### src/shared/spi_frame_pkg.sv
// Constants for the solenoid driver frame interface
// What this block does
// Command frame is 32 bits: write flag, 7-bit address, 20-bit data
// Write flag 1 means write, 0 means read
// Both frame kinds end in a 3-bit CRC, generator x3+x2+x+1 (1111)
// CRC is XOR division of the frame by the generator, shifting right
// Response bits 31 to 29 carry the three link error flags
// Short-frame flag, top error bit, set when fewer than 32 bits clocked; a frame with no bits clocked leaves it clear
// CRC error flag, lowest error bit, set when command CRC check fails
// Six channel exception bits below the error flags, from diagnostic register
// Exception bits mirror diagnostic bits 6, 4, 3, 2, 1, 0 from the top down
// Top two exception bits report faults on any of the 12 channels; chanFault sets only the top bit, DG_GF
// Response carries 20-bit data and 3-bit CRC where the command has them
// No address in responses; read data comes in the next frame
// Write flag on a diagnostic status address clears that register
// Read-only registers take the flag as 0; accesses act as reads
// Channel switch takes effect only after all 32 bits arrive
// Master drops chip select, then clocks one command bit per clock
// Full duplex: one bit in and one bit out per clock
// Clock polarity 0 idles low, 1 idles high
// Phase 0 samples on first edge; phase 1 samples on second edge
// Pulse train: switch, pause, complementary switch, diagnostic, repeat
// For duty above half the master swaps the two switch frames
// Reserved command bit is sent as 0 and ignored
package spi_frame_pkg;
   localparam int         FRAME_BITS = 32;
   localparam int         ADDR_W     = 7;
   localparam int         DATA_W     = 20;
   localparam int         CRC_W      = 3;
   localparam int         EXCP_W     = 6;
   localparam int         WR_POS     = 31;
   localparam int         ADDR_LO    = 24;
   localparam int         DATA_LO    = 3;
   localparam logic [3:0] CRC_POLY   = 4'hf;
   localparam int         ERR_SHORT  = 2;
   localparam int         ERR_LONG   = 1;
   localparam int         ERR_CRC    = 0;
   localparam int         DG_GF      = 6;
   localparam int         DG_GOT     = 4;
   localparam int         DG_VDDUV   = 3;
   localparam int         DG_VDDOV   = 2;
   localparam int         DG_VBUV    = 1;
   localparam int         DG_VBOV    = 0;
   localparam logic [6:0] ADDR_SWITCH = 7'h10;
   localparam logic [6:0] ADDR_DIAG   = 7'h20;
   localparam logic [6:0] ADDR_IDENT  = 7'h7f;
   localparam logic [7:0] OFS_CTRL   = 8'h00;
   localparam logic [7:0] OFS_STATUS = 8'h04;
   localparam logic [7:0] OFS_DIAG   = 8'h08;
   localparam logic [7:0] OFS_CHAN   = 8'h0c;
   localparam logic [7:0] OFS_RDATA  = 8'h10;
   localparam logic [7:0] OFS_LASTCMD = 8'h14;
   localparam int         CTRL_CPOL  = 0;
   localparam int         CTRL_CPHA  = 1;
   localparam logic [1:0] CTRL_RST   = 2'h0;
endpackage : spi_frame_pkg

### src/shared/link_sync_if.sv
// Raw and synchronised serial link pins
`timescale 1ns/10ps
interface link_sync_if;
   logic sclkRaw;
   logic csNRaw;
   logic mosiRaw;
   logic sclkS;
   logic csNS;
   logic mosiS;
   modport sync (input sclkRaw, csNRaw, mosiRaw, output sclkS, csNS, mosiS);
   modport core (output sclkRaw, csNRaw, mosiRaw, input sclkS, csNS, mosiS);
endinterface : link_sync_if

### src/core/driver_spi_frame_interface.sv
// Slave side of the 32-bit command and response frame link
`timescale 1ns/10ps
module driver_spi_frame_interface #(
   parameter int          CHAN_COUNT = 12,
   parameter logic [19:0] IDENT_CODE = 20'h0a5c3 // Arbitrary value
) (
   input  wire logic                  clock,
   input  wire logic                  arst_n,
   input  wire logic                  psel,
   input  wire logic                  penable,
   input  wire logic                  pwrite,
   input  wire logic [7:0]            paddr,
   input  wire logic [31:0]           pwdata,
   output logic      [31:0]           prdata,
   output logic                       pready,
   output logic                       pslverr,
   input  wire logic                  sclk,
   input  wire logic                  csN,
   input  wire logic                  mosi,
   output logic                       misoOut,
   output logic                       misoOe,
   input  wire logic [7:0]            diagSet,
   input  wire logic [CHAN_COUNT-1:0] chanFault,
   output logic      [CHAN_COUNT-1:0] chanState,
   output logic                       cmdValid,
   output logic                       cmdWrite,
   output logic      [6:0]            cmdAddr,
   output logic      [19:0]           cmdData
);
   localparam int DW = spi_frame_pkg::DATA_W;
   localparam int FB = spi_frame_pkg::FRAME_BITS;

   if (CHAN_COUNT < 1 || CHAN_COUNT > DW) begin : g_chk
      $error("CHAN_COUNT must lie between 1 and the data width");
   end

   link_sync_if lnk ();

   assign lnk.sclkRaw = sclk;
   assign lnk.csNRaw  = csN;
   assign lnk.mosiRaw = mosi;

   link_sync u_sync (
      .clock  (clock),
      .arst_n (arst_n),
      .lnk    (lnk)
   );

   logic [1:0]            ctrl_reg;
   logic                  sclkPrev_reg;
   logic                  csPrev_reg;
   logic [31:0]           rxShift_reg;
   logic [31:0]           txShift_reg;
   logic [5:0]            bitCnt_reg;
   logic                  firstShift_reg;
   logic [2:0]            errPend_reg;
   logic [2:0]            lastErr_reg;
   logic [7:0]            frameCnt_reg;
   logic [7:0]            diag_reg;
   logic [7:0]            diag_next;
   logic [19:0]           respData_reg;
   logic [19:0]           respNext_reg;
   logic [27:0]           lastCmd_reg;
   logic [CHAN_COUNT-1:0] chanState_reg;
   logic                  cmdValid_reg;
   logic                  cmdWrite_reg;
   logic [6:0]            cmdAddr_reg;
   logic [19:0]           cmdData_reg;
   logic [31:0]           prdata_reg;
   logic                  misoOe_reg;

   logic        cpol;
   logic        cpha;
   logic        csActive;
   logic        csFall;
   logic        csRise;
   logic        sclkRise;
   logic        sclkFall;
   logic        leadEdge;
   logic        trailEdge;
   logic        sampleEdge;
   logic        shiftEdge;
   logic [2:0]  rxCrc;
   logic [2:0]  txCrc;
   logic        crcOk;
   logic        shortErr;
   logic        longErr;
   logic        crcErr;
   logic        exec;
   logic        rxWrite;
   logic [6:0]  rxAddr;
   logic [19:0] rxData;
   logic        isReadOnly;
   logic        effWrite;
   logic [5:0]  excpBits;
   logic [28:0] respBody;
   logic [31:0] rdMux;
   logic        hit;
   logic        apbWr;

   assign cpol = ctrl_reg[spi_frame_pkg::CTRL_CPOL];
   assign cpha = ctrl_reg[spi_frame_pkg::CTRL_CPHA];

   // Edges are found on the synchronised copies only
   assign csActive  = !lnk.csNS;
   assign csFall    = !lnk.csNS && csPrev_reg;
   assign csRise    = lnk.csNS && !csPrev_reg;
   assign sclkRise  = lnk.sclkS && !sclkPrev_reg;
   assign sclkFall  = !lnk.sclkS && sclkPrev_reg;
   assign leadEdge  = cpol ? sclkFall : sclkRise;
   assign trailEdge = cpol ? sclkRise : sclkFall;
   assign sampleEdge = csActive && (cpha ? trailEdge : leadEdge);
   assign shiftEdge  = csActive && (cpha ? leadEdge : trailEdge);

   always_ff @(posedge clock or negedge arst_n) begin
      if (!arst_n) begin
         sclkPrev_reg <= 1'b0;
         csPrev_reg   <= 1'b1;
      end else begin
         sclkPrev_reg <= lnk.sclkS;
         csPrev_reg   <= lnk.csNS;
      end
   end

   // Receive shifter and bit count; count saturates past a full frame
   always_ff @(posedge clock or negedge arst_n) begin
      if (!arst_n) begin
         rxShift_reg <= 32'h0;
         bitCnt_reg  <= 6'h0;
      end else if (csFall) begin
         bitCnt_reg <= 6'h0;
      end else if (sampleEdge) begin
         rxShift_reg <= {rxShift_reg[30:0], lnk.mosiS};
         if (bitCnt_reg <= 6'h20) begin
            bitCnt_reg <= bitCnt_reg + 6'h1;
         end
      end
   end

   crc3_calc #(.W(FB)) u_rxcrc (
      .frame (rxShift_reg),
      .crc   (rxCrc)
   );

   assign crcOk    = rxCrc == rxShift_reg[2:0];
   assign shortErr = bitCnt_reg != 6'h0 && bitCnt_reg < 6'h20;
   assign longErr  = bitCnt_reg > 6'h20;
   assign crcErr   = bitCnt_reg == 6'h20 && !crcOk;
   assign exec     = csRise && bitCnt_reg == 6'h20 && crcOk;

   // Reserved bit 23 is not decoded; only the CRC check covers it
   assign rxWrite    = rxShift_reg[spi_frame_pkg::WR_POS];
   assign rxAddr     = rxShift_reg[spi_frame_pkg::ADDR_LO +: 7];
   assign rxData     = rxShift_reg[spi_frame_pkg::DATA_LO +: 20];
   assign isReadOnly = rxAddr == spi_frame_pkg::ADDR_IDENT;
   assign effWrite   = rxWrite && !isReadOnly;

   // Errors gather until the next response carries them out
   always_ff @(posedge clock or negedge arst_n) begin
      if (!arst_n) begin
         errPend_reg  <= 3'h0;
         lastErr_reg  <= 3'h0;
         frameCnt_reg <= 8'h0;
      end else if (csFall) begin
         errPend_reg <= 3'h0;
      end else if (csRise) begin
         errPend_reg  <= errPend_reg | {shortErr, longErr, crcErr};
         lastErr_reg  <= {shortErr, longErr, crcErr};
         frameCnt_reg <= frameCnt_reg + 8'h1;
      end
   end

   // Outputs move only once the whole frame is in
   always_ff @(posedge clock or negedge arst_n) begin
      if (!arst_n) begin
         chanState_reg <= '0;
      end else if (exec && effWrite && rxAddr == spi_frame_pkg::ADDR_SWITCH) begin
         chanState_reg <= rxData[CHAN_COUNT-1:0];
      end
   end

   // Fault sources set bits in the same cycle a clear lands and win
   always_comb begin
      diag_next = diag_reg;
      if (exec && effWrite && rxAddr == spi_frame_pkg::ADDR_DIAG) begin
         diag_next = 8'h0;
      end
      diag_next = diag_next | diagSet;
      if (|chanFault) begin
         diag_next[spi_frame_pkg::DG_GF] = 1'b1;
      end
   end

   always_ff @(posedge clock or negedge arst_n) begin
      if (!arst_n) begin
         diag_reg <= 8'h0;
      end else begin
         diag_reg <= diag_next;
      end
   end

   // Read data is latched before any clear so the old value is returned
   always_ff @(posedge clock or negedge arst_n) begin
      if (!arst_n) begin
         respNext_reg <= 20'h0;
      end else if (csRise) begin
         if (!exec) begin
            respNext_reg <= 20'h0;
         end else begin
            case (rxAddr)
               spi_frame_pkg::ADDR_DIAG:   respNext_reg <= DW'(diag_reg);
               spi_frame_pkg::ADDR_SWITCH: respNext_reg <= DW'(chanState_reg);
               spi_frame_pkg::ADDR_IDENT:  respNext_reg <= IDENT_CODE;
               default:                    respNext_reg <= respData_reg;
            endcase
         end
      end
   end

   always_ff @(posedge clock or negedge arst_n) begin
      if (!arst_n) begin
         cmdValid_reg <= 1'b0;
         cmdWrite_reg <= 1'b0;
         cmdAddr_reg  <= 7'h0;
         cmdData_reg  <= 20'h0;
         lastCmd_reg  <= 28'h0;
      end else begin
         cmdValid_reg <= exec;
         if (exec) begin
            cmdWrite_reg <= effWrite;
            cmdAddr_reg  <= rxAddr;
            cmdData_reg  <= rxData;
            lastCmd_reg  <= {rxWrite, rxAddr, rxData};
         end
      end
   end

   assign excpBits = {diag_reg[spi_frame_pkg::DG_GF], diag_reg[spi_frame_pkg::DG_GOT],
                      diag_reg[spi_frame_pkg::DG_VDDUV], diag_reg[spi_frame_pkg::DG_VDDOV],
                      diag_reg[spi_frame_pkg::DG_VBUV], diag_reg[spi_frame_pkg::DG_VBOV]};
   assign respBody = {errPend_reg, excpBits, respNext_reg};

   crc3_calc #(.W(FB)) u_txcrc (
      .frame ({respBody, 3'h0}),
      .crc   (txCrc)
   );

   // Phase 1 presents the first bit on the first edge, so that edge does not shift
   always_ff @(posedge clock or negedge arst_n) begin
      if (!arst_n) begin
         txShift_reg    <= 32'h0;
         firstShift_reg <= 1'b0;
      end else if (csFall) begin
         txShift_reg    <= {respBody, txCrc};
         firstShift_reg <= cpha;
      end else if (shiftEdge) begin
         if (firstShift_reg) begin
            firstShift_reg <= 1'b0;
         end else begin
            txShift_reg <= {txShift_reg[30:0], 1'b0};
         end
      end
   end

   always_ff @(posedge clock or negedge arst_n) begin
      if (!arst_n) begin
         misoOe_reg <= 1'b0;
      end else begin
         misoOe_reg <= csActive;
      end
   end

   assign misoOut = txShift_reg[31];
   assign misoOe  = misoOe_reg;

   // Register bus, no wait states
   assign apbWr = psel && penable && pwrite;

   always_comb begin
      hit   = 1'b1;
      rdMux = 32'h0;
      case (paddr)
         spi_frame_pkg::OFS_CTRL:    rdMux = {30'h0, ctrl_reg};
         spi_frame_pkg::OFS_STATUS:  rdMux = {16'h0, frameCnt_reg, 2'h0, errPend_reg, lastErr_reg};
         spi_frame_pkg::OFS_DIAG:    rdMux = {24'h0, diag_reg};
         spi_frame_pkg::OFS_CHAN:    rdMux = 32'(chanState_reg);
         spi_frame_pkg::OFS_RDATA:   rdMux = {12'h0, respData_reg};
         spi_frame_pkg::OFS_LASTCMD: rdMux = {4'h0, lastCmd_reg};
         default:                    hit   = 1'b0;
      endcase
   end

   always_ff @(posedge clock or negedge arst_n) begin
      if (!arst_n) begin
         ctrl_reg     <= spi_frame_pkg::CTRL_RST;
         respData_reg <= 20'h0;
      end else if (apbWr) begin
         if (paddr == spi_frame_pkg::OFS_CTRL) begin
            ctrl_reg <= pwdata[1:0];
         end
         if (paddr == spi_frame_pkg::OFS_RDATA) begin
            respData_reg <= pwdata[19:0];
         end
      end
   end

   // Read data captured in the setup phase
   always_ff @(posedge clock or negedge arst_n) begin
      if (!arst_n) begin
         prdata_reg <= 32'h0;
      end else if (psel && !penable) begin
         prdata_reg <= rdMux;
      end
   end

   assign prdata    = prdata_reg;
   assign pready    = 1'b1;
   assign pslverr   = psel && penable && !hit;
   assign chanState = chanState_reg;
   assign cmdValid  = cmdValid_reg;
   assign cmdWrite  = cmdWrite_reg;
   assign cmdAddr   = cmdAddr_reg;
   assign cmdData   = cmdData_reg;

   short_flag_a: assert property (
      @(posedge clock) disable iff (!arst_n)
      csRise && bitCnt_reg == 6'h1f |=> errPend_reg[spi_frame_pkg::ERR_SHORT])
      else $error("short frame not flagged");

   crc_flag_a: assert property (
      @(posedge clock) disable iff (!arst_n)
      csRise && bitCnt_reg == 6'h20 && !crcOk |=> errPend_reg[0] && !cmdValid_reg)
      else $error("crc error not flagged");

   switch_late_a: assert property (
      @(posedge clock) disable iff (!arst_n)
      $changed(chanState_reg) |-> $past(csRise) && $past(bitCnt_reg) == 6'h20)
      else $error("channel switched before frame end");

   diag_clear_a: assert property (
      @(posedge clock) disable iff (!arst_n)
      exec && rxWrite && rxAddr == spi_frame_pkg::ADDR_DIAG && diagSet == 8'h0
      && chanFault == '0 |=> diag_reg == 8'h0)
      else $error("diagnostic register not cleared");

   read_only_a: assert property (
      @(posedge clock) disable iff (!arst_n)
      cmdValid_reg && cmdAddr_reg == spi_frame_pkg::ADDR_IDENT |-> !cmdWrite_reg)
      else $error("write taken on read-only address");

   excp_map_a: assert property (
      @(posedge clock) disable iff (!arst_n)
      csFall |=> txShift_reg[28:23] == {$past(diag_reg[6]), $past(diag_reg[4]),
                                       $past(diag_reg[3:0])})
      else $error("exception bits misplaced");

   err_top_a: assert property (
      @(posedge clock) disable iff (!arst_n)
      csFall |=> txShift_reg[31:29] == $past(errPend_reg) ##1 errPend_reg == 3'h0)
      else $error("error flags not sent");

   cmd_pulse_a: assert property (
      @(posedge clock) disable iff (!arst_n)
      exec |=> cmdValid_reg && cmdWrite_reg == $past(effWrite) ##1 !cmdValid_reg)
      else $error("command pulse wrong");

   apb_err_a: assert property (
      @(posedge clock) disable iff (!arst_n)
      psel && penable && paddr == 8'h18 |-> pslverr && prdata == 32'h0)
      else $error("unmapped access not refused");
endmodule : driver_spi_frame_interface

### src/core/link_sync.sv
// Two-stage synchroniser for the serial link pins
`timescale 1ns/10ps
module link_sync (
   input wire logic clock,
   input wire logic arst_n,
   link_sync_if.sync lnk
);
   logic [2:0] stage1_reg;
   logic [2:0] stage2_reg;

   // Chip select resets high so no frame is seen at start
   always_ff @(posedge clock or negedge arst_n) begin
      if (!arst_n) begin
         stage1_reg <= 3'h2;
         stage2_reg <= 3'h2;
      end else begin
         stage1_reg <= {lnk.sclkRaw, lnk.csNRaw, lnk.mosiRaw};
         stage2_reg <= stage1_reg;
      end
   end

   assign lnk.sclkS = stage2_reg[2];
   assign lnk.csNS  = stage2_reg[1];
   assign lnk.mosiS = stage2_reg[0];
endmodule : link_sync

### src/core/crc3_calc.sv
// Three-bit frame CRC by right-shifting XOR division
`timescale 1ns/10ps
module crc3_calc #(
   parameter int W = 32
) (
   input  wire logic [W-1:0] frame,
   output logic      [2:0]   crc
);
   // Low three bits are the CRC slot and take no part
   always_comb begin
      logic fb;
      fb  = 1'b0;
      crc = 3'h0;
      for (int i = W - 1; i >= 3; i--) begin
         fb  = frame[i] ^ crc[2];
         crc = {crc[1:0], 1'b0} ^ (fb ? spi_frame_pkg::CRC_POLY[2:0] : 3'h0);
      end
   end
endmodule : crc3_calc

### config.mk
export PLATFORM = sky130hd
export DESIGN_NAME = driver_spi_frame_interface
export DESIGN_NICKNAME = d
export VERILOG_FILES = /design/src/shared/spi_frame_pkg.sv /design/src/shared/link_sync_if.sv /design/src/core/driver_spi_frame_interface.sv /design/src/core/link_sync.sv /design/src/core/crc3_calc.sv
export SDC_FILE = /design/constraint.sdc
export NUM_CORES = 1
export LEC_CHECK = 0
export ABC_AREA = 1
export BUFFER_PORTS_ARGS = -buffer_cell sky130_fd_sc_hd__buf_2
export CAP_MARGIN = 20
export CELL_PAD_IN_SITES_DETAIL_PLACEMENT = 1
export CELL_PAD_IN_SITES_GLOBAL_PLACEMENT = 1
export CORE_UTILIZATION = 25
export CTS_CLUSTER_SIZE = 40
export DETAILED_ROUTE_END_ITERATION = 8
export GPL_ROUTABILITY_DRIVEN = 0
export HOLD_SLACK_MARGIN = 0.08
export PLACE_DENSITY = 0.53
export SLEW_MARGIN = 0
export SYNTH_ARGS = -nofsm -noshare
export SYNTH_HDL_FRONTEND = slang
export SYNTH_HIERARCHICAL = 1
export SYNTH_SLANG_ARGS = --single-unit
### constraint.sdc
create_clock -name clock -period 6.9 [get_ports clock]
set_clock_uncertainty 0.2 [all_clocks]
set_input_delay 2.07 -clock clock [delete_from_list [all_inputs] [get_ports clock]]
set_output_delay 2.07 -clock clock [all_outputs]
set_load 0.01 [all_outputs]
==> summary.md <==
| Metric | Value |
|---|---|
| Status | finished clean |
| Achievable Freq | about 170 MHz |
| Latest clock arrival within the worst-skew pair | approximately 0.55 ns |
| Sink Count | around 210 |
| Area leader, netlist | dfrtp_1 |
| Register area share after synthesis | 0.4650 |
| Vias per inst | ~4.5 |
| Final hold vios | 0 |
| Die Span X | around 220 um |
| Min Tclk post-route | 5.887 ns |
| # diodes | 0 |
| H-tree levels | 1 |
| Worst Tran Pin Value | 0.9585 ns |
| Critical path startpoint category | primary input |
| Sequential Power Share | 0.440 |
| Longest Clk Path Bufs | 3 |
| Post-synth EDFFs | 0 |
| CP arrival | about 3.6 ns |
| Period Utilization, post-route | 0.8532 |
| Routed via count | about 10000 |
| Post-CTS Setup Repair Bufs | 0 |
| RSZ-0062 raised after global routing | false |
| Worst reg2reg startpoint | rxShift_reg[12] |
| Crit-path max FO | 13 |
| Core area | ~0.045 mm2 |
| Sw Ratio | 0.2845 |
| CTS tree | done |
| Pwr/cell area | around 230 mW/mm2 |
| WHS Endpoint | u_sync/stage2_reg[2] |
| Post-cts sizing count | 0 |
| Initial Util | 0.2540 |
| Antenna Nets Post-Route | 0 |
| Die Area | between 0.04 and 0.05 mm2 |
| PortBufs | 127 |
| Max-slew headroom | 0.3601 |
| Clk pwr share | 0.444 |
| Yosys cell types | 35 |
| Starting DRC count in detailed routing | 409 |
| Detailed placement HPWL | 28920 um |
| Overall global routing resource usage | 0.1710 |
| Cts hold-fix bufs | 0 |
| Crit. End Element | output port |
| CTS root buffer | clkbuf_16 |
| Reg clk slew, reported paths | ~0.060 ns |
| Worst hold path type | flip-flop to flip-flop |
| Slew Limit Fails | 0 |
| Die span in y | 216.7 um |
| Synth Register Bits | between 200 and 250 |
| Cells after Synth | 1531 |
| Final nets | 1688 |
| Synth top area share | 0.4581 |
| Setup CP Type | primary input to output port |
| Ranking of synthesized cells by area | dfrtp_1 46%, nand2_1 19%, nand3_1 6.7%, inv_1 4.9%, o21ai_0 4.4% |
| Internal reg-to-reg setup slack | between 3 and 4 ns |
| Combinational Power Share | 0.115 |
| Final Setup Violations | 0 |
| VDD IR max | about 0.16 mV |
| First-pass GRT wire length | slightly above 60000 um |
| R2R depth | 18 |
| Post-Route WL | 39740 um |
| Leakage | between 7 and 8 nW |
| Site Rows | ~80 |
| Ratio of cells with drive above 1 in the final layout | 0.1568 |
| Drt wl/cell | ~18 um |
| Hold path start | u_sync/stage1_reg[2] |
| Required time of the worst setup path | between 4 and 5 ns |
| Fillcell total | 5558 |
| Num CTS Buffers | 27 |
| Hold path depth | 0 |
| CP startpoint | paddr[0] |
| Synthesis-to-finish area growth | 16.11% |
| Asr flop ratio synth | 1.000 |
| Initial antenna violation count | 0 |
| Main synth FF type | dfrtp_1 |
| Global route total overflow | 0 |
| Syn Std Cell Area | 0.01152 mm2 |
| Pint | between 2 and 2.5 mW |
| Post-Syn Area per Cell | between 7 and 8 um2 |
| Setup_tns | 0 ns |
| Net switching power figure | 0.8909 mW |
| DR pass1 iterations | 5 |
| Power Total | 3.132 mW |
| Vias in the first global route | roughly 10000 |
| Number of max-cap violations | 0 |
| Terminus of the critical flop-to-flop path | lastCmd_reg[26] |
| Pin count of the biggest net entering global routing | 95 |
| IO Count | approximately 150 |
| DR DRC count | 0 |
| Ys Warns | 6 |
Yosys cell counts (4+ instances only):
library cell / n
buf_4: 38
inv_2: 7
nor2_1: 59
nand2_2: 25
nand2_1: 580
nand4_1: 17
inv_1: 149
a21oi_1: 13
dfrtp_1: 211
nand3_2: 4
nor2_2: 9
nor2_4: 4
ha_1: 5
o21ai_0: 101
nand3_1: 154
nand3b_1: 4
mux2_2: 9
xnor2_1: 29
buf_2: 20
buf_6: 6
o31ai_1: 8
clkbuf_1: 26
xor2_1: 27
o22ai_1: 4
cell families (layout without fill, tap and decap cells):
logic type      count (synthesis)  in the layout  synth area share
simple gates                  862            862            0.3171
buf+inv                       251            350            0.1002
flops                         214            214            0.4650
compound gates                132            132           0.06025
xor+xnor                       56             56           0.04256
mux                             9              9          0.008794
fa+ha+maj                       5              5          0.005428
other cells                     2              5         0.0006516
worst max-delay path: stages:
cell	delay (ns)
buf_2	0.09
inv_1	0.04
nand2_1	0.15
nor2_2	0.40
nand2_1	0.44
nand3_1	0.21
nor3_1	0.07
buf_2	0.14
through the flow:
stage,hold WS (ns),instance area [um2],instances,util,setup slack (ns)
2_1_floorplan,0.1312,11540,1534,-,1.601
3_3_place_gp,0.1396,12500,2185,0.2755,1.025
3_5_place_dp,0.1404,12500,2185,0.2755,0.9933
4_1_cts,0.1536,13360,2232,0.2944,0.9943
5_1_grt,0.1626,13380,2233,0.2949,0.9210
6_report,0.1494,13380,2233,0.2949,1.013
placed cells by master, fill, tap and decap left out, types with 5 or more instances in the layout:
cell type  netlist  final
o21ai_0        101    101
nand2_1        580    580
inv_2            7      8
xnor2_1         29     29
o31ai_1          8      8
xor2_1          27     27
nor2_1          59     57
a21oi_1         13     13
nor2_2           9     11
conb_1           2      5
nand2_2         25     25
ha_1             5      5
inv_1          149    149
clkinv_2         0      7
clkbuf_16        0     27
buf_2           20    126
mux2_2           9      9
nand4_1         17     17
buf_4           38     17
dfrtp_1        211    211
nand3_1        154    154
clkbuf_8         0      6
metal layers:
metal | vias up | routed length, um | global-route usage | share of wire
met4 | 0 | 815 | 0.03803 | 0.021
met3 | 42 | 1138 | 0.02189 | 0.029
met2 | 122 | 18810 | 0.2880 | 0.47
li1 | 4905 | - | - | -
met1 | 4981 | 18970 | 0.2323 | 0.48
met5 | - | 0 | 0 | 0
how the worst max path moves through the flow:
stage	end	slack, ns
global route	pslverr	0.92
detailed placement	pslverr	0.99
finish	pslverr	1.01
CTS	pslverr	0.99
global placement	pslverr	1.02
floorplan	pslverr	1.60
power groups by stage:
stage | clock [mW] | sequential [mW] | combinational, mW
2_1_floorplan | 0 | 1.38 | 0.243
3_3_place_gp | 0 | 1.40 | 0.360
3_5_place_dp | 0 | 1.40 | 0.369
4_1_cts | 1.44 | 1.38 | 0.371
5_1_grt | 1.47 | 1.39 | 0.414
6_report | 1.39 | 1.38 | 0.361
final cells by class:
type | instances | area (um2) | area share
multi-input cells | 1069 | 5027 | 0.3757
clock inverters | 11 | 88.84 | 0.006639
flip-flops and latches | 214 | 5359 | 0.4005
inverters | 158 | 593.1 | 0.04432
repair buffers | 145 | 793.3 | 0.05928
clock buffers | 36 | 769.5 | 0.05750
well taps | 600 | 750.7 | 0.05610
(Power assumes the default switching activity.)
